<file path="src/verilog/adc_seq_map.svh">
`ifndef ADC_SEQ_MAP_SVH
`define ADC_SEQ_MAP_SVH

`define RESULT_WIDTH      10
`define SERIES_LENGTH     8
`define DELAY_WIDTH       4
`define DELAY_STEP_US     500
`define CLOCK_MHZ         50
`define DELAY_STEP_CYCLES (`DELAY_STEP_US * `CLOCK_MHZ)
`define DELAY_MAX_MS      8
`define SAR_BITS          10
`define SAR_SETTLE_CYCLES 2
`define RESULT_RESET      10'h000

`endif

</file>
<file path="src/verilog/adc_seq_pkg.sv">
package adc_seq_pkg;
  typedef enum logic [2:0] {
    SEQ_IDLE   = 3'b000,
    SEQ_DELAY  = 3'b001,
    SEQ_CONV   = 3'b010,
    SEQ_WAIT   = 3'b011,
    SEQ_STORE  = 3'b100,
    SEQ_DONE   = 3'b101
  } seq_state_t;

  typedef enum logic [1:0] {
    SAR_IDLE   = 2'b00,
    SAR_SAMPLE = 2'b01,
    SAR_STEP   = 2'b10,
    SAR_DONE   = 2'b11
  } sar_state_t;

  typedef logic [9:0] result_t;
  typedef logic [3:0] channel_t;
endpackage

</file>
<file path="src/verilog/adc_conversion_sequencer.sv">
`include "adc_seq_map.svh"

module adc_conversion_sequencer
  import adc_seq_pkg::*;
(
  input  wire logic                  clock,
  input  wire logic                  rst_b,
  input  wire logic                  external_convert_trigger,
  input  wire logic [1:0]            host_start,
  input  wire logic [1:0]            host_trigger_owner,
  input  wire logic                  trigger_ignore,
  input  wire logic                  channel_group_select,
  input  wire logic                  single_channel_mode,
  input  wire logic [2:0]            single_channel,
  input  wire logic [3:0]            start_delay,
  input  wire logic                  delay_between,
  input  wire adc_seq_pkg::result_t  threshold,
  input  wire logic                  pulse_enable,
  input  wire logic                  pulse_span_eight,
  input  wire logic [1:0]            irq_clear,
  input  wire logic [1:0]            read_pair,
  input  wire logic                  comparator_in,
  output adc_seq_pkg::channel_t      mux_channel,
  output logic [9:0]                 trial_code,
  output logic                       sample_enable,
  output logic                       conversion_pulse_output,
  output logic [1:0]                 irq,
  output logic                       busy,
  output logic [7:0]                 above_threshold,
  output logic [23:0]                read_word
);
  import adc_seq_pkg::*;

  localparam int unsigned STEP_CYCLES = `DELAY_STEP_CYCLES;

  seq_state_t  state_q, state_d;
  logic [1:0]  pend_q, pend_d;
  logic [1:0]  owner_q, owner_d;
  logic        prio_q, prio_d;
  logic [2:0]  index_q, index_d;
  logic        group_q, group_d;
  logic        single_q, single_d;
  logic [2:0]  chan_q, chan_d;
  logic [3:0]  delay_q, delay_d;
  logic        between_q, between_d;
  result_t     thresh_q, thresh_d;
  logic        pulse_en_q, pulse_en_d;
  logic        span8_q, span8_d;
  logic [3:0]  steps_q, steps_d;
  logic [14:0] tick_q, tick_d;
  logic [1:0]  irq_q, irq_d;
  logic        pulse_q, pulse_d;
  result_t     store_q [8];
  result_t     store_d [8];
  logic [7:0]  above_q, above_d;
  logic [23:0] word_q, word_d;
  logic        sar_start;
  logic        sar_done;
  result_t     sar_result;
  logic        trig_rise;
  logic [1:0]  req_now;
  logic        tick_wrap;

  function automatic logic [1:0] pick_host(input logic [1:0] req, input logic prio);
    // Alternate priority between the two hosts when both wait
    if (req == 2'b11) begin
      pick_host = prio ? 2'b10 : 2'b01;
    end else if (req[0]) begin
      pick_host = 2'b01;
    end else begin
      pick_host = req & 2'b10;
    end
  endfunction

  trigger_sync u_trigger_sync (
    .clock (clock),
    .rst_b (rst_b),
    .pin   (external_convert_trigger),
    .rise  (trig_rise)
  );

  sar_engine u_sar_engine (
    .clock      (clock),
    .rst_b      (rst_b),
    .start      (sar_start),
    .comp_in    (comparator_in),
    .trial_code (trial_code),
    .busy       (sample_enable),
    .done       (sar_done),
    .result     (sar_result)
  );

  assign req_now   = host_start |
                     ((trig_rise && !trigger_ignore) ? host_trigger_owner : 2'b00);
  assign tick_wrap = (tick_q == 15'(STEP_CYCLES - 1));

  always_comb begin
    state_d    = state_q;
    pend_d     = pend_q | req_now;
    owner_d    = owner_q;
    prio_d     = prio_q;
    index_d    = index_q;
    group_d    = group_q;
    single_d   = single_q;
    chan_d     = chan_q;
    delay_d    = delay_q;
    between_d  = between_q;
    thresh_d   = thresh_q;
    pulse_en_d = pulse_en_q;
    span8_d    = span8_q;
    steps_d    = steps_q;
    tick_d     = 15'h0000;
    irq_d      = irq_q & ~irq_clear;
    pulse_d    = pulse_q;
    above_d    = above_q;
    store_d    = store_q;
    sar_start  = 1'b0;
    unique case (state_q)
      SEQ_IDLE: begin
        if (pend_q != 2'b00) begin
          owner_d    = pick_host(pend_q, prio_q);
          pend_d     = (pend_q & ~pick_host(pend_q, prio_q)) | req_now;
          prio_d     = ~prio_q;
          group_d    = channel_group_select;
          single_d   = single_channel_mode;
          chan_d     = single_channel;
          delay_d    = start_delay;
          between_d  = delay_between;
          thresh_d   = threshold;
          pulse_en_d = pulse_enable;
          span8_d    = pulse_span_eight;
          index_d    = 3'h0;
          steps_d    = start_delay;
          state_d    = SEQ_DELAY;
        end
      end
      SEQ_DELAY: begin
        if (steps_q == 4'h0) begin
          sar_start = 1'b1;
          pulse_d   = pulse_en_q && (index_q == 3'h0 || index_q == 3'h4) ? 1'b1 : pulse_q;
          state_d   = SEQ_CONV;
        end else begin
          tick_d = tick_wrap ? 15'h0000 : tick_q + 15'h0001;
          if (tick_wrap) begin
            steps_d = steps_q - 4'h1;
          end
        end
      end
      SEQ_CONV: begin
        state_d = SEQ_WAIT;
      end
      SEQ_WAIT: begin
        if (sar_done) begin
          store_d[index_q] = sar_result;
          above_d[index_q] = (sar_result > thresh_q);
          if (pulse_q && (index_q == 3'h3 && !span8_q || index_q == 3'h7)) begin
            pulse_d = 1'b0;
          end
          state_d = SEQ_STORE;
        end
      end
      SEQ_STORE: begin
        if (index_q == 3'h7) begin
          state_d = SEQ_DONE;
        end else begin
          index_d = index_q + 3'h1;
          steps_d = between_q ? delay_q : 4'h0;
          state_d = SEQ_DELAY;
        end
      end
      SEQ_DONE: begin
        // A clear from the other host in this cycle must still take effect
        irq_d   = irq_d | owner_q;
        owner_d = 2'b00;
        state_d = SEQ_IDLE;
      end
      default: begin
        state_d = SEQ_IDLE;
      end
    endcase
  end

  // Two stored results per 24-bit word, lower index in the low half
  always_comb begin
    word_d = {4'h0, store_q[{read_pair, 1'b1}], store_q[{read_pair, 1'b0}]};
  end

  always_ff @(posedge clock or negedge rst_b) begin
    if (!rst_b) begin
      state_q    <= SEQ_IDLE;
      pend_q     <= 2'b00;
      owner_q    <= 2'b00;
      prio_q     <= 1'b0;
      index_q    <= 3'h0;
      group_q    <= 1'b0;
      single_q   <= 1'b0;
      chan_q     <= 3'h0;
      delay_q    <= 4'h0;
      between_q  <= 1'b0;
      thresh_q   <= `RESULT_RESET;
      pulse_en_q <= 1'b0;
      span8_q    <= 1'b0;
      steps_q    <= 4'h0;
      tick_q     <= 15'h0000;
      irq_q      <= 2'b00;
      pulse_q    <= 1'b0;
      above_q    <= 8'h00;
      word_q     <= 24'h000000;
      for (int i = 0; i < 8; i++) begin
        store_q[i] <= `RESULT_RESET;
      end
    end else begin
      state_q    <= state_d;
      pend_q     <= pend_d;
      owner_q    <= owner_d;
      prio_q     <= prio_d;
      index_q    <= index_d;
      group_q    <= group_d;
      single_q   <= single_d;
      chan_q     <= chan_d;
      delay_q    <= delay_d;
      between_q  <= between_d;
      thresh_q   <= thresh_d;
      pulse_en_q <= pulse_en_d;
      span8_q    <= span8_d;
      steps_q    <= steps_d;
      tick_q     <= tick_d;
      irq_q      <= irq_d;
      pulse_q    <= pulse_d;
      above_q    <= above_d;
      word_q     <= word_d;
      store_q    <= store_d;
    end
  end

  // Group select forms the top channel bit
  assign mux_channel             = {group_q, single_q ? chan_q : index_q};
  assign conversion_pulse_output = pulse_q;
  assign irq                     = irq_q;
  assign busy                    = (state_q != SEQ_IDLE);
  assign above_threshold         = above_q;
  assign read_word               = word_q;
endmodule

</file>
<file path="src/verilog/sar_engine.sv">
`include "adc_seq_map.svh"

module sar_engine
  import adc_seq_pkg::*;
(
  input  wire logic                clock,
  input  wire logic                rst_b,
  input  wire logic                start,
  input  wire logic                comp_in,
  output logic [9:0]               trial_code,
  output logic                     busy,
  output logic                     done,
  output adc_seq_pkg::result_t     result
);
  sar_state_t state_q, state_d;
  logic [9:0] sar_q, sar_d;
  logic [9:0] bit_q, bit_d;
  logic [1:0] settle_q, settle_d;
  logic       done_q, done_d;

  always_comb begin
    state_d  = state_q;
    sar_d    = sar_q;
    bit_d    = bit_q;
    settle_d = settle_q;
    done_d   = 1'b0;
    unique case (state_q)
      SAR_IDLE: begin
        if (start) begin
          state_d  = SAR_SAMPLE;
          settle_d = 2'(`SAR_SETTLE_CYCLES - 1);
        end
      end
      SAR_SAMPLE: begin
        if (settle_q == 2'h0) begin
          state_d = SAR_STEP;
          bit_d   = 10'h200;
          sar_d   = 10'h200;
        end else begin
          settle_d = settle_q - 2'h1;
        end
      end
      SAR_STEP: begin
        // Keep the trial bit while the input stays above the trial level
        if (!comp_in) begin
          sar_d = sar_q & ~bit_q;
        end
        if (bit_q == 10'h001) begin
          state_d = SAR_DONE;
        end else begin
          sar_d = (comp_in ? sar_q : (sar_q & ~bit_q)) | (bit_q >> 1);
          bit_d = bit_q >> 1;
        end
      end
      SAR_DONE: begin
        done_d  = 1'b1;
        state_d = SAR_IDLE;
      end
    endcase
  end

  always_ff @(posedge clock or negedge rst_b) begin
    if (!rst_b) begin
      state_q  <= SAR_IDLE;
      sar_q    <= 10'h000;
      bit_q    <= 10'h000;
      settle_q <= 2'h0;
      done_q   <= 1'b0;
    end else begin
      state_q  <= state_d;
      sar_q    <= sar_d;
      bit_q    <= bit_d;
      settle_q <= settle_d;
      done_q   <= done_d;
    end
  end

  assign trial_code = sar_q;
  assign busy       = (state_q != SAR_IDLE);
  assign done       = done_q;
  assign result     = sar_q;
endmodule

</file>
<file path="src/verilog/trigger_sync.sv">
module trigger_sync (
  input  wire logic clock,
  input  wire logic rst_b,
  input  wire logic pin,
  output logic      rise
);
  logic [2:0] sync_q, sync_d;
  logic       level_q, level_d;

  always_comb begin
    sync_d  = {sync_q[1:0], pin};
    level_d = level_q;
    // Accept a change only once the second and third stages agree
    if (sync_q[1] == sync_q[2]) begin
      level_d = sync_q[2];
    end
  end

  always_ff @(posedge clock or negedge rst_b) begin
    if (!rst_b) begin
      sync_q  <= 3'h0;
      level_q <= 1'b0;
    end else begin
      sync_q  <= sync_d;
      level_q <= level_d;
    end
  end

  assign rise = level_d & ~level_q;
endmodule
</file>
<file path="config.mk">
export PLATFORM = sky130hd
export DESIGN_NAME = adc_conversion_sequencer
export DESIGN_NICKNAME = d
export VERILOG_FILES = /design/src/verilog/adc_seq_pkg.sv /design/src/verilog/adc_conversion_sequencer.sv /design/src/verilog/sar_engine.sv /design/src/verilog/trigger_sync.sv
export VERILOG_INCLUDE_DIRS = /design/src /design/src/verilog
export SDC_FILE = /design/constraint.sdc
export NUM_CORES = 1
export LEC_CHECK = 0
export BUFFER_PORTS_ARGS = -buffer_cell sky130_fd_sc_hd__buf_2
export CORE_MARGIN = 2
export CORE_UTILIZATION = 45
export CTS_BUF_LIST = sky130_fd_sc_hd__clkbuf_16
export CTS_CLUSTER_DIAMETER = 50
export CTS_CLUSTER_SIZE = 28
export DETAILED_ROUTE_END_ITERATION = 12
export GPL_TIMING_DRIVEN = 0
export SYNTH_ARGS = -nofsm -noshare
export SYNTH_HDL_FRONTEND = slang
export SYNTH_SLANG_ARGS = --single-unit
</file>
<file path="constraint.sdc">
create_clock -name clock -period 5.21 [get_ports clock]
set_clock_uncertainty 0.2 [all_clocks]
set_input_delay 0.2605 -clock clock [delete_from_list [all_inputs] [get_ports clock]]
set_output_delay 0.2605 -clock clock [all_outputs]
set_load 0.1 [all_outputs]
</file>
==> results.txt, run 1 <==
The leakage power came out at 0.00488 uW. The width of the chip came out at 142 um. The total via count in the routed design is 5,708.

The number of warnings issued by yosys is 0. TritonCTS built the clock tree. The internal cell power came out at 3110 uW.

The die footprint is 20,100 um2. The clock transition at the registers of the reported paths came out at 0.07 ns. After legalization and detailed placement, the total HPWL measured 12.5 mm.

The final count of pins violating max slew came out at 0. The final design utilization is 0.544. The count of unique library cells instantiated by Yosys came out at 60. The number of ports placed on the die boundary came out at 86. No sink is reached through more buffers than the 2 on the longest clock path.

The via-per-instance ratio is 5.54. The switching power total is 2170 uW. The number of resized instances in the post-cts repair step came out at 0. The critical path arrival is 2.72 ns.

The switching portion of total power came out at 0.411. The aggregate global routing overflow is 0. The tightest min-delay check is of the primary input to flop type. The overall fraction of global-route tracks in use is 0.191. The power per standard cell area came out at 519 nW/um2.

Counting I/O delays and the setup requirement, the final critical path takes 2.65 ns. The initial antenna violation count came out at 0. The fraction of layout instances using a drive strength above 1 is 0.334. The maximum resistive drop on vdd is 288 uV.

The root buffer cell chosen for the clock tree is sky130_fd_sc_hd__clkbuf_16. In this run, post-CTS hold repair placed 30 buffers. Counting the buffers created by CTS gives 17.

In the layout the commonest cells are sky130_fd_sc_hd__dfrtp_1, sky130_fd_sc_hd__mux2_2, sky130_fd_sc_hd__buf_2. The critical setup path kind is flop to flop. The fraction of the cycle the final worst path needs is 0.508. The worst setup path is launched from a flop.

The worst-case headroom to the max-slew limit came out at 0.496. The transition time at the pin with the least slew margin came out at 0.756 ns. The final layout net count came out at 842.

The portion of total power attributed to the clock network came out at 0.244. In this run the core area contains 50 standard-cell rows. The final non-filler cell total is 1,031. The average routed wire per standard cell is 17.5 um. Before CTS, the worst setup slack after placement is 2.63 ns. The startpoint identified for the worst hold timing path is comparator_in.

Counting every instance in the synthesized netlist gives 652. Entering global routing, the biggest net connects 126 pins. After synthesis the netlist holds a flip-flop and latch count of 192. Of all nets on the critical path, the largest fanout is 11. The area of the core came out at 18,700 um2. The congestion estimate from routability-driven global placement came to 0.827. The start of the worst register-to-register path is u_sar_engine.result[7]. The share of total power dissipated in combinational logic is 0.365. The H-tree generated during clock tree synthesis spans 4 levels. The mean instance size in the synthesized netlist is 13.1 um2.

The remaining routing DRC violations is 0. Setup total negative slack on the finished layout was measured at 0 ns. The setup slack of the critical path after layout is 2.56 ns. The run finished with clean final reports. The area of the mapped netlist came out at 8550 um2. Along the worst hold path, the cell count comes to 4.

The via count of the first global-routing pass came out at 5,923. The total count of hold-check failures in the final report is 0. The worst setup path is captured at a flop. For this block, the initial DRC count from the detailed router was 256. The area share of the leading cell type in the synthesized netlist is 0.562.

The synthesis-to-finish area growth is 19.0%. The remaining antenna violation count is 0. The overall power after layout is 5280 uW. The sequential fraction of design power is 0.391. At the worst endpoint, the required time is 5.29 ns. The wire length reported by the detailed router is 18.1 mm. The sequential area share after synthesis is 0.562. The async set-or-reset flop fraction in the synthesized netlist is 1.00. The critical path starts at u_sar_engine.result[7].

The layout filler cell count is 1,597. After synthesis, the cell types taking the most area are sky130_fd_sc_hd__dfrtp_1, sky130_fd_sc_hd__mux2_2, sky130_fd_sc_hd__mux4_2. The total number of clock tree sinks came out at 192.

The number of max-cap violations is 0. The first-pass iteration count of the detailed router came out at 4. The post-placement cell count is 969. Timing would allow up to 378 MHz.

The clock insertion delay at the later pin of the skew report came out at 0.43 ns. Setup repair after global routing left no endpoint under its margin. The count of input and output buffers came out at 79. Setup violations remaining at the end of the flow were counted as 0. The depth of the worst register-to-register path came out at 5. The most common cell after layout, fill and taps aside is sky130_fd_sc_hd__dfrtp_1. The largest total area in the synthesized netlist belongs to sky130_fd_sc_hd__dfrtp_1. The starting density of the core came out at 0.457. The die outline height came out at 142 um.

The first global-routing pass estimated 29.9 mm of wire. The count of inserted antenna diode cells came out at 0. The buffer count from post-CTS setup fixing came out at 0. The most used flip-flop cell after synthesis is sky130_fd_sc_hd__dfrtp_1. The number of enable flip-flop cells after synthesis came out at 0.
[final cells by class]
class / count / area (um2) / share of cell area
buffer: 30 / 168 / 0.0165
clock buffer: 17 / 425 / 0.0418
clock inverter: 15 / 159 / 0.0156
inverter: 35 / 131 / 0.0129
multi-input combinational: 398 / 3460 / 0.340
sequential: 192 / 4800 / 0.472
tap: 234 / 293 / 0.0288
timing repair buffer: 110 / 733 / 0.0721
[state kept, by name, summed over array words and instances, names as in the netlist, 2 cells and up]
| register | flops |
|---|---|
| owner_q | 2 |
| u_sar_engine.state_q | 2 |
| read_word | 20 |
| u_sar_engine.settle_q | 2 |
| u_trigger_sync.sync_q | 3 |
| above_threshold | 8 |
| delay_q | 4 |
| state_q | 3 |
| pend_q | 2 |
| irq | 2 |
| u_sar_engine.result | 10 |
| store_q | 80 |
| chan_q | 3 |
| u_sar_engine.bit_q | 10 |
| tick_q | 15 |
| thresh_q | 10 |
| index_q | 3 |
| steps_q | 4 |
[logic make-up after synthesis]
group | Yosys count | synth area share
buffers and inverters | 65 | 0.0350
DFF | 192 | 0.562
xor gates and xnor gates | 13 | 0.0133
adders and majority gates | 24 | 0.0348
muxes | 123 | 0.188
and+or+nand+nor | 139 | 0.0848
other | 1 | 0.000438
AOI/OAI and AO/OA | 95 | 0.0822
[critical path, stage by stage, from the launching register on]
cell and delay, ns:
sky130_fd_sc_hd__dfrtp_1 0.69, sky130_fd_sc_hd__ha_1 0.35, sky130_fd_sc_hd__a21oi_1 0.19, sky130_fd_sc_hd__o21ai_0 0.16, sky130_fd_sc_hd__a2111oi_4 0.72, sky130_fd_sc_hd__o22ai_1 0.18
[through the flow]
step / hold slack, ns / cell area (um2)
finish: 0.0376 / 10200
global route: 0.0317 / 10200
CTS: 0.0201 / 10200
detailed placement: 0.0489 / 9290
global placement: 0.136 / 9250
floorplan: -0.235 / 8570
[final timing paths]
| check | to | slack, ns |
|---|---|---|
| hold reg to reg | u_trigger_sync.sync_q[1] | 0.15 |
| min in group asynchronous | read_word[14] | 0.16 |
| setup reg to reg | above_threshold[2] | 2.56 |
| max in group asynchronous | tick_q[6] | 3.67 |
| setup / recovery | above_threshold[2] | 2.56 |
| hold / removal | u_sar_engine.result[9] | 0.04 |
[power by group through the flow]
stage / registers, uW / logic (uW) / clock network [uW]
CTS: 2070 / 1940 / 1320
global route: 2100 / 2090 / 1380
floorplan: 2340 / 1170 / 0
detailed placement: 2090 / 1910 / 0
finish: 2060 / 1930 / 1290
global placement: 2070 / 1860 / 0
[cells in the mapped netlist (all sizes together), types with 2 or more instances]
cell type    n
xor2         8
nor2        25
a31oi        2
nand2       51
nor4bb       2
a32o        11
a22o        10
dfrtp      192
inv         35
o22ai        4
or2          2
nor3         8
nand3       10
nand4        9
ha          23
or3          4
a21o         2
mux2i        3
and4         2
a221oi       3
a21oi       15
and4b        2
a211oi       2
a32oi        3
nor4         6
o221ai       2
clkbuf       8
a221o        2
buf         22
nand2b       4
o31ai        7
mux4        20
mux2       100
a2bb2oi      2
o21ai       23
nor3b        3
xnor2        5
or3b         4
[layer usage]
layer / track usage / part of all wire / wire length (um) / vias up
li1: - / - / - / 2638
met1: 0.235 / 0.44 / 8030 / 2903
met2: 0.331 / 0.49 / 8910 / 132
met3: 0.0476 / 0.039 / 709 / 35
met4: 0.0658 / 0.024 / 428 / 0
met5: 0 / 0 / 0 / -
No activity file was read; power rests on OpenSTA's default activity.
==> inputs of run 2 (changes only) <==
Settings changed: PLACE_DENSITY from default to 0.66.
Clock period 5.21 ns to 2.32 ns, I/O delays scaled along.
==> run 2 against run 1 <==
The run now ends with negative setup slack left. Maximum frequency is 9.9% higher. Utilization is 0.60 points higher. Sequential share of layout area is 0.32 points lower. Highest routed layer unchanged.
==> results.txt, run 2 (synthesis gave the netlist of run 1 again) <==
Setup repair after global routing missed its margin: yes (was no). The final layout net count came out at 846 (was 842). The leakage power is 0.00491 uW (was 0.00488 uW). The pre-CTS worst setup slack is -0.118 ns (was 2.63 ns).

The die footprint was 20,100 um2 (unchanged). The fraction of layout instances using a drive strength above 1 came out at 0.363 (was 0.334). The average routed wire per standard cell is 17.8 um (was 17.5 um). The total CTS buffers came out at 17 (unchanged).

The TritonCTS clock tree is built (unchanged). The design area came out at 10,300 um2 (was 10,200 um2). The largest stage delay on the critical path came to 0.56 ns (was 0.72 ns). The worst hold path class is primary input to asynchronous set/reset pin (was primary input to flop).

The pin count of the biggest net entering global routing is 104 (was 126). The register-to-register path setup slack came to -0.09 ns (was 2.56 ns). The post-placement cell count is 969 (unchanged).

The number of flip-flops in the largest register came out at 80 (unchanged). The switching power total is 5070 uW (was 2170 uW). The total number of clock tree sinks came out at 192 (unchanged). The total count of hold-check failures in the final report is 0 (unchanged). The die outline height was 142 um (unchanged).

The worst path required time is 2.44 ns (was 5.29 ns). The via count of the first global-routing pass is 5,980 (was 5,923). The clock transition at the registers of the reported paths is 0.08 ns (was 0.07 ns). The shortest period the worst path allows is 2.41 ns (was 2.65 ns). The placed wire-length estimate came out at 12.6 mm (was 12.5 mm).

The worst slack on hold paths came out at 0.0761 ns (was 0.0376 ns). Cell-by-cell listing of the critical path: nand4b_4 -> nor4_1 -> buf_2 -> mux2_2 (was ha_1 -> a21oi_1 -> o21ai_0 -> a2111oi_4 -> o22ai_1). The sum of negative setup slack came out at -1.19 ns (was 0 ns). The number of max-cap violations is 0 (unchanged).

The number of ports placed on the die boundary came to 86 (unchanged). The wire length of the first global-routing pass is 30.1 mm (was 29.9 mm). The starting density of the core was 0.457 (unchanged). The final count of pins violating max slew came out at 0 (unchanged). The total cell area at the placement stage is 9320 um2 (was 9290 um2). The start of the worst register-to-register path is state_q[2] (was u_sar_engine.result[7]).

The buffer depth of the longest clock path came out at 2 (unchanged). The remaining routing DRC violations came to 0 (unchanged). The critical path arrival came out at 2.53 ns (was 2.72 ns). The portion of total power attributed to the clock network is 0.237 (was 0.244). The critical path endpoint category was a flop (unchanged). The synthesis-to-finish area growth came out at 20.3% (was 19.0%). Outcome: complete, but fails checks (was finished, final reports clean). The via-per-instance ratio came out at 5.52 (was 5.54). The total setup violations reported at the end of the flow came out at 19 (was 0). The remaining antenna violation count came out at 0 (unchanged). The number of core rows came out at 50 (unchanged). The CTS root buffer is sky130_fd_sc_hd__clkbuf_16 (unchanged). The internal cell power came out at 6980 uW (was 3110 uW). The most common cell after layout, fill and taps aside was sky130_fd_sc_hd__dfrtp_1 (unchanged). The wire length reported by the detailed router is 18.4 mm (was 18.1 mm). The transition time at the pin with the least slew margin came to 0.781 ns (was 0.756 ns).

The count of input and output buffers is 79 (unchanged). Highest-count cells in the layout ignoring fill and taps: sky130_fd_sc_hd__dfrtp_1, sky130_fd_sc_hd__mux2_2, sky130_fd_sc_hd__buf_2 (unchanged). The checks that failed: negative setup slack. The final non-filler cell total came out at 1,035 (was 1,031). The maximum fanout encountered on the critical timing path came out at 10 (was 11). The maximum resistive drop on vdd is 914 uV (was 288 uV).

The power per standard cell area came to 1170 nW/um2 (was 519 nW/um2). The most flop-heavy register is store_q (unchanged). The fraction of the cycle the final worst path needs is 1.04 (was 0.508). The initial antenna violation count is 0 (unchanged). The overall fraction of global-route tracks in use came to 0.193 (was 0.191).

The aggregate global routing overflow is 0 (unchanged). The critical setup path kind is flop to flop (unchanged). The worst-case headroom to the max-slew limit was 0.479 (was 0.496). The total number of H-tree levels came out at 4 (unchanged). The part of the total power dissipated in combinational logic came out at 0.375 (was 0.365). The setup slack of the critical path after layout was -0.0899 ns (was 2.56 ns). The global placement routability congestion came out at 0.844 (was 0.827). The first-pass iteration count of the detailed router came out at 5 (was 4). The area of the core is 18,700 um2 (unchanged). The cell at the slowest stage of the critical path is sky130_fd_sc_hd__nor4_1 (was sky130_fd_sc_hd__a2111oi_4). The sequential fraction of design power came out at 0.387 (was 0.391). The endpoint of the lowest-slack register-to-register path was store_q[39] (was above_threshold[2]). The count of inserted antenna diode cells came to 0 (unchanged). The highest clock rate came out at 415 MHz (was 378 MHz). The depth of the worst register-to-register path is 4 (was 5). The violation count after the first detailed-route iteration is 335 (was 256). The width of the chip is 142 um (unchanged). The clock insertion delay at the later pin of the skew report is 0.44 ns (was 0.43 ns).

The total via count in the routed design is 5,718 (was 5,708). The category of the worst setup path launch point is a flop (unchanged). The switching portion of total power came out at 0.421 (was 0.411).
==> run 2: worst max-delay path: cells and delay by family (launching register included) <==
kind | cells | cell delay (ns)
flops | 1 | 0.46
mux | 1 | 0.38
simple gates | 2 | 0.83
buf+inv | 1 | 0.41
==> run 2: through the flow <==
stage	utilization	power [uW]
floorplan	-	7930
global placement	0.496	8830
detailed placement	0.498	9020
CTS	0.547	12000
global route	0.550	12700
finish	0.550	12000
==> run 2: worst max-delay path by stage <==
stage | cells past startpoint | end | from | slack (ns)
after floorplan | 6 | between_q | state_q[0] | -0.06
after global placement | 1 | u_sar_engine.result[3] | rst_b | -2.58
after detailed placement | 5 | above_threshold[4] | u_sar_engine.result[3] | -0.12
after CTS | 4 | store_q[39] | index_q[2] | -0.08
after global routing | 4 | store_q[39] | index_q[2] | -0.18
final | 4 | store_q[39] | state_q[2] | -0.09
==> run 2: area by class of cell <==
type / count / area, um2
plain buffers: 29 / 165
clock buffers: 17 / 425
clock inverters: 15 / 164
fillers: 1534 / 8420
inverters: 35 / 135
multi-input cells: 398 / 3510
flip-flops and latches: 192 / 4820
well taps: 234 / 293
repair buffers: 115 / 773
==> run 2: power by group through the flow <==
stage	registers, uW	clock network [uW]	logic (uW)
after floorplan	5290	0	2650
after global placement	4670	0	4160
after detailed placement	4720	0	4300
after CTS	4660	2900	4410
after global routing	4760	3060	4870
final	4670	2860	4520
==> run 2: timing repair <==
| item | 4_1_cts | 5_1_grt |
|---|---|---|
| hold buffers | 31 | 0 |
| hold endpoints to repair | 143 | 0 |
| setup endpoints to repair | 52 | 54 |
| setup buffers | 1 | 3 |
| gates resized for setup | 4 | 7 |
| pin swaps | 1 | 2 |
==> run 2: metal layers <==
metal  up-vias  track usage  part of all wire
li1       2648            -                 -
met1      2931        0.244              0.44
met2       116        0.331              0.51
met3        23       0.0368             0.030
met4         0       0.0705             0.021
met5         -            0                 0
==> inputs of run 3 (changes only) <==
Settings changed: CORE_UTILIZATION 45 to 50, PLACE_DENSITY 0.66 to 0.72.
==> run 3 against run 2 <==
The flow now finishes without violations. Final cell count shrank 1.4%. Sequential cell count is the same. Register-to-register slack gained 0.16 ns. Clock power up 3%. Utilization up 6.9 points. Combinational power about the same. First-iteration DRC count up 3.6%. Critical path type unchanged. Critical endpoint is now store_q[76]. Cell area is essentially flat. Clock-buffer cell count unchanged.
==> results.txt, run 3 (synthesis gave the netlist of run 1 again) <==
The aggregate global routing overflow is 0 (unchanged). Outcome: finished, final reports clean (was complete, but fails checks). The remaining antenna violation count is 0 (unchanged). The starting density of the core is 0.514 (was 0.457). Cell-by-cell listing of the critical path: nand4b_4 -> nor4_2 -> buf_2 -> mux2_2 (was nand4b_4 -> nor4_1 -> buf_2 -> mux2_2).

The number of max-cap violations came out at 0 (unchanged). The critical setup path kind is flop to flop (unchanged). The total number of H-tree levels came out at 4 (unchanged).

The area of all sequential standard cells came out at 4830 um2 (was 4820 um2). The design area came out at 10,300 um2 (about the same). The multi-input combinational cell area came out at 3540 um2 (was 3510 um2). The total number of clock tree sinks was 192 (unchanged). The category of the worst setup path launch point is a flop (unchanged).

The most flop-heavy register is store_q (unchanged). The critical path arrival was 2.36 ns (was 2.53 ns). The worst-case headroom to the max-slew limit is 0.518 (was 0.479). The initial antenna violation count came out at 0 (unchanged).

The total cell area at the placement stage came to 9300 um2 (was 9320 um2). The remaining routing DRC violations came out at 0 (unchanged). The count of input and output buffers is 79 (unchanged). The critical path endpoint category is a flop (unchanged). The post-placement cell count came out at 955 (was 969). The global placement routability congestion is 0.845 (was 0.844).

The sum of negative setup slack is 0 ns (was -1.19 ns). The worst path required time came out at 2.43 ns (was 2.44 ns). The CTS root buffer is sky130_fd_sc_hd__clkbuf_16 (unchanged).

The via count of the first global-routing pass is 6,051 (was 5,980). The most common cell after layout, fill and taps aside is sky130_fd_sc_hd__dfrtp_1 (unchanged). The maximum fanout encountered on the critical timing path was 10 (unchanged). The leakage power came out at 0.00491 uW (about the same). The synthesis-to-finish area growth came out at 20.4% (was 20.3%).

The final count of pins violating max slew came to 0 (unchanged). The die outline height came out at 135 um (was 142 um). Highest-count cells in the layout ignoring fill and taps: sky130_fd_sc_hd__dfrtp_1, sky130_fd_sc_hd__mux2_2, sky130_fd_sc_hd__buf_2 (unchanged). The cell at the slowest stage of the critical path is sky130_fd_sc_hd__dfrtp_1 (was sky130_fd_sc_hd__nor4_1).

The worst path buffer plus inverter count came out at 1 (unchanged). The highest clock rate is 444 MHz (was 415 MHz). The number of core rows came out at 47 (was 50).

The placed wire-length estimate is 12.2 mm (was 12.6 mm). Setup repair after global routing missed its margin: yes (unchanged). The total via count in the routed design is 5,779 (was 5,718).

The via-per-instance ratio came out at 5.67 (was 5.52). The total CTS buffers came out at 17 (unchanged). The number of flip-flops in the largest register is 80 (unchanged). The transition time at the pin with the least slew margin was 0.723 ns (was 0.781 ns). The TritonCTS clock tree is built (unchanged). The final non-filler cell total came to 1,020 (was 1,035). The maximum resistive drop on vdd came out at 918 uV (was 914 uV). The clock insertion delay at the later pin of the skew report is 0.43 ns (was 0.44 ns). The clock transition at the registers of the reported paths was 0.07 ns (was 0.08 ns).

The wire length reported by the detailed router is 18.4 mm (about the same). The area of the core is 16,600 um2 (was 18,700 um2). The die footprint is 18,200 um2 (was 20,100 um2). The violation count after the first detailed-route iteration came out at 347 (was 335). The overall fraction of global-route tracks in use came out at 0.215 (was 0.193). The width of the chip is 135 um (was 142 um). The fraction of layout instances using a drive strength above 1 came to 0.363 (about the same). The first-pass iteration count of the detailed router came to 4 (was 5). The wire length of the first global-routing pass came out at 30.4 mm (was 30.1 mm). The total setup violations reported at the end of the flow came to 0 (was 19). The worst hold path class is primary input to asynchronous set/reset pin (unchanged).

The pin count of the biggest net entering global routing was 131 (was 104). The fraction of the cycle the final worst path needs is 0.970 (was 1.04). The total count of hold-check failures in the final report is 0 (unchanged).

The layout filler cell count is 1,285 (was 1,534). The largest stage delay on the critical path is 0.47 ns (was 0.56 ns). The average routed wire per standard cell came out at 18.0 um (was 17.8 um).

The cell type group with the largest total delay on the critical path is simple AND/OR/NAND/NOR gates (unchanged). The final layout net count was 845 (was 846). The shortest period the worst path allows came to 2.25 ns (was 2.41 ns). The power per standard cell area was 1180 nW/um2 (was 1170 nW/um2).

The count of inserted antenna diode cells is 0 (unchanged). The number of ports placed on the die boundary came out at 86 (unchanged). The buffer depth of the longest clock path was 2 (unchanged).
-- run 3: changes by cell type in the layout (fill, tap and decap cells not counted), moves of 2 or more --
cell,change
sky130_fd_sc_hd__buf_4,-3
sky130_fd_sc_hd__bufinv_16,+3
sky130_fd_sc_hd__clkinv_2,+2
sky130_fd_sc_hd__clkinv_8,-4
sky130_fd_sc_hd__inv_1,+2
sky130_fd_sc_hd__inv_8,-3
sky130_fd_sc_hd__nor4_1,-2
-- run 3: area by class of cell --
class                      instances  area share
multi-input combinational        398       0.344
timing repair buffer             113      0.0740
buffer                            30      0.0164
sequential                       192       0.469
clock buffer                      17      0.0413
clock inverter                    15      0.0163
inverter                          35      0.0131
tap                              220      0.0267
-- run 3: metal layers --
layer / global-route usage / up-vias / wire length [um]
li1: - / 2647 / -
met1: 0.271 / 2988 / 7920
met2: 0.374 / 126 / 9470
met3: 0.0556 / 18 / 734
met4: 0.0515 / 0 / 230
met5: 0 / - / 0
-- run 3: per-stage QoR --
stage	util	power [uW]	hold slack [ns]	worst slack, ns
after floorplan	-	7930	-0.380	-0.0639
after global placement	0.556	8820	0.0255	-2.56
after detailed placement	0.559	8990	-0.107	-0.154
after CTS	0.615	12100	0.0289	0.0269
after global routing	0.619	12800	0.0314	-0.0112
final	0.619	12100	0.00656	0.0702
-- run 3: final timing paths --
path	slack [ns]	from	to	cells past startpoint
worst max-delay path	0.07	state_q[2]	store_q[76]	4
worst min register to register	0.15	u_trigger_sync.sync_q[0]	u_trigger_sync.sync_q[1]	0
max in group asynchronous	0.89	rst_b	u_sar_engine.result[7]	3
worst max register to register	0.07	state_q[2]	store_q[76]	4
worst min-delay path	0.007	rst_b	store_q[45]	2
min in group clock	0.13	read_pair[0]	read_word[6]	2
-- run 3: timing repair --
item / in CTS / in global routing
gates resized for setup: 6 / 11
hold buffers: 31 / 0
setup buffers: 1 / 1
pin swaps: 1 / 2
endpoints found under the setup margin: 40 / 29
hold endpoints to repair: 143 / 0
-- run 3: power by group --
group / total (uW) / leakage, uW / switching (uW) / internal [uW]
combinational: 4510 / 0.00206 / 2980 / 1530
clock: 2950 / 0.000298 / 1250 / 1690
sequential: 4670 / 0.00255 / 679 / 3990
total: 12100 / 0.00491 / 4910 / 7210
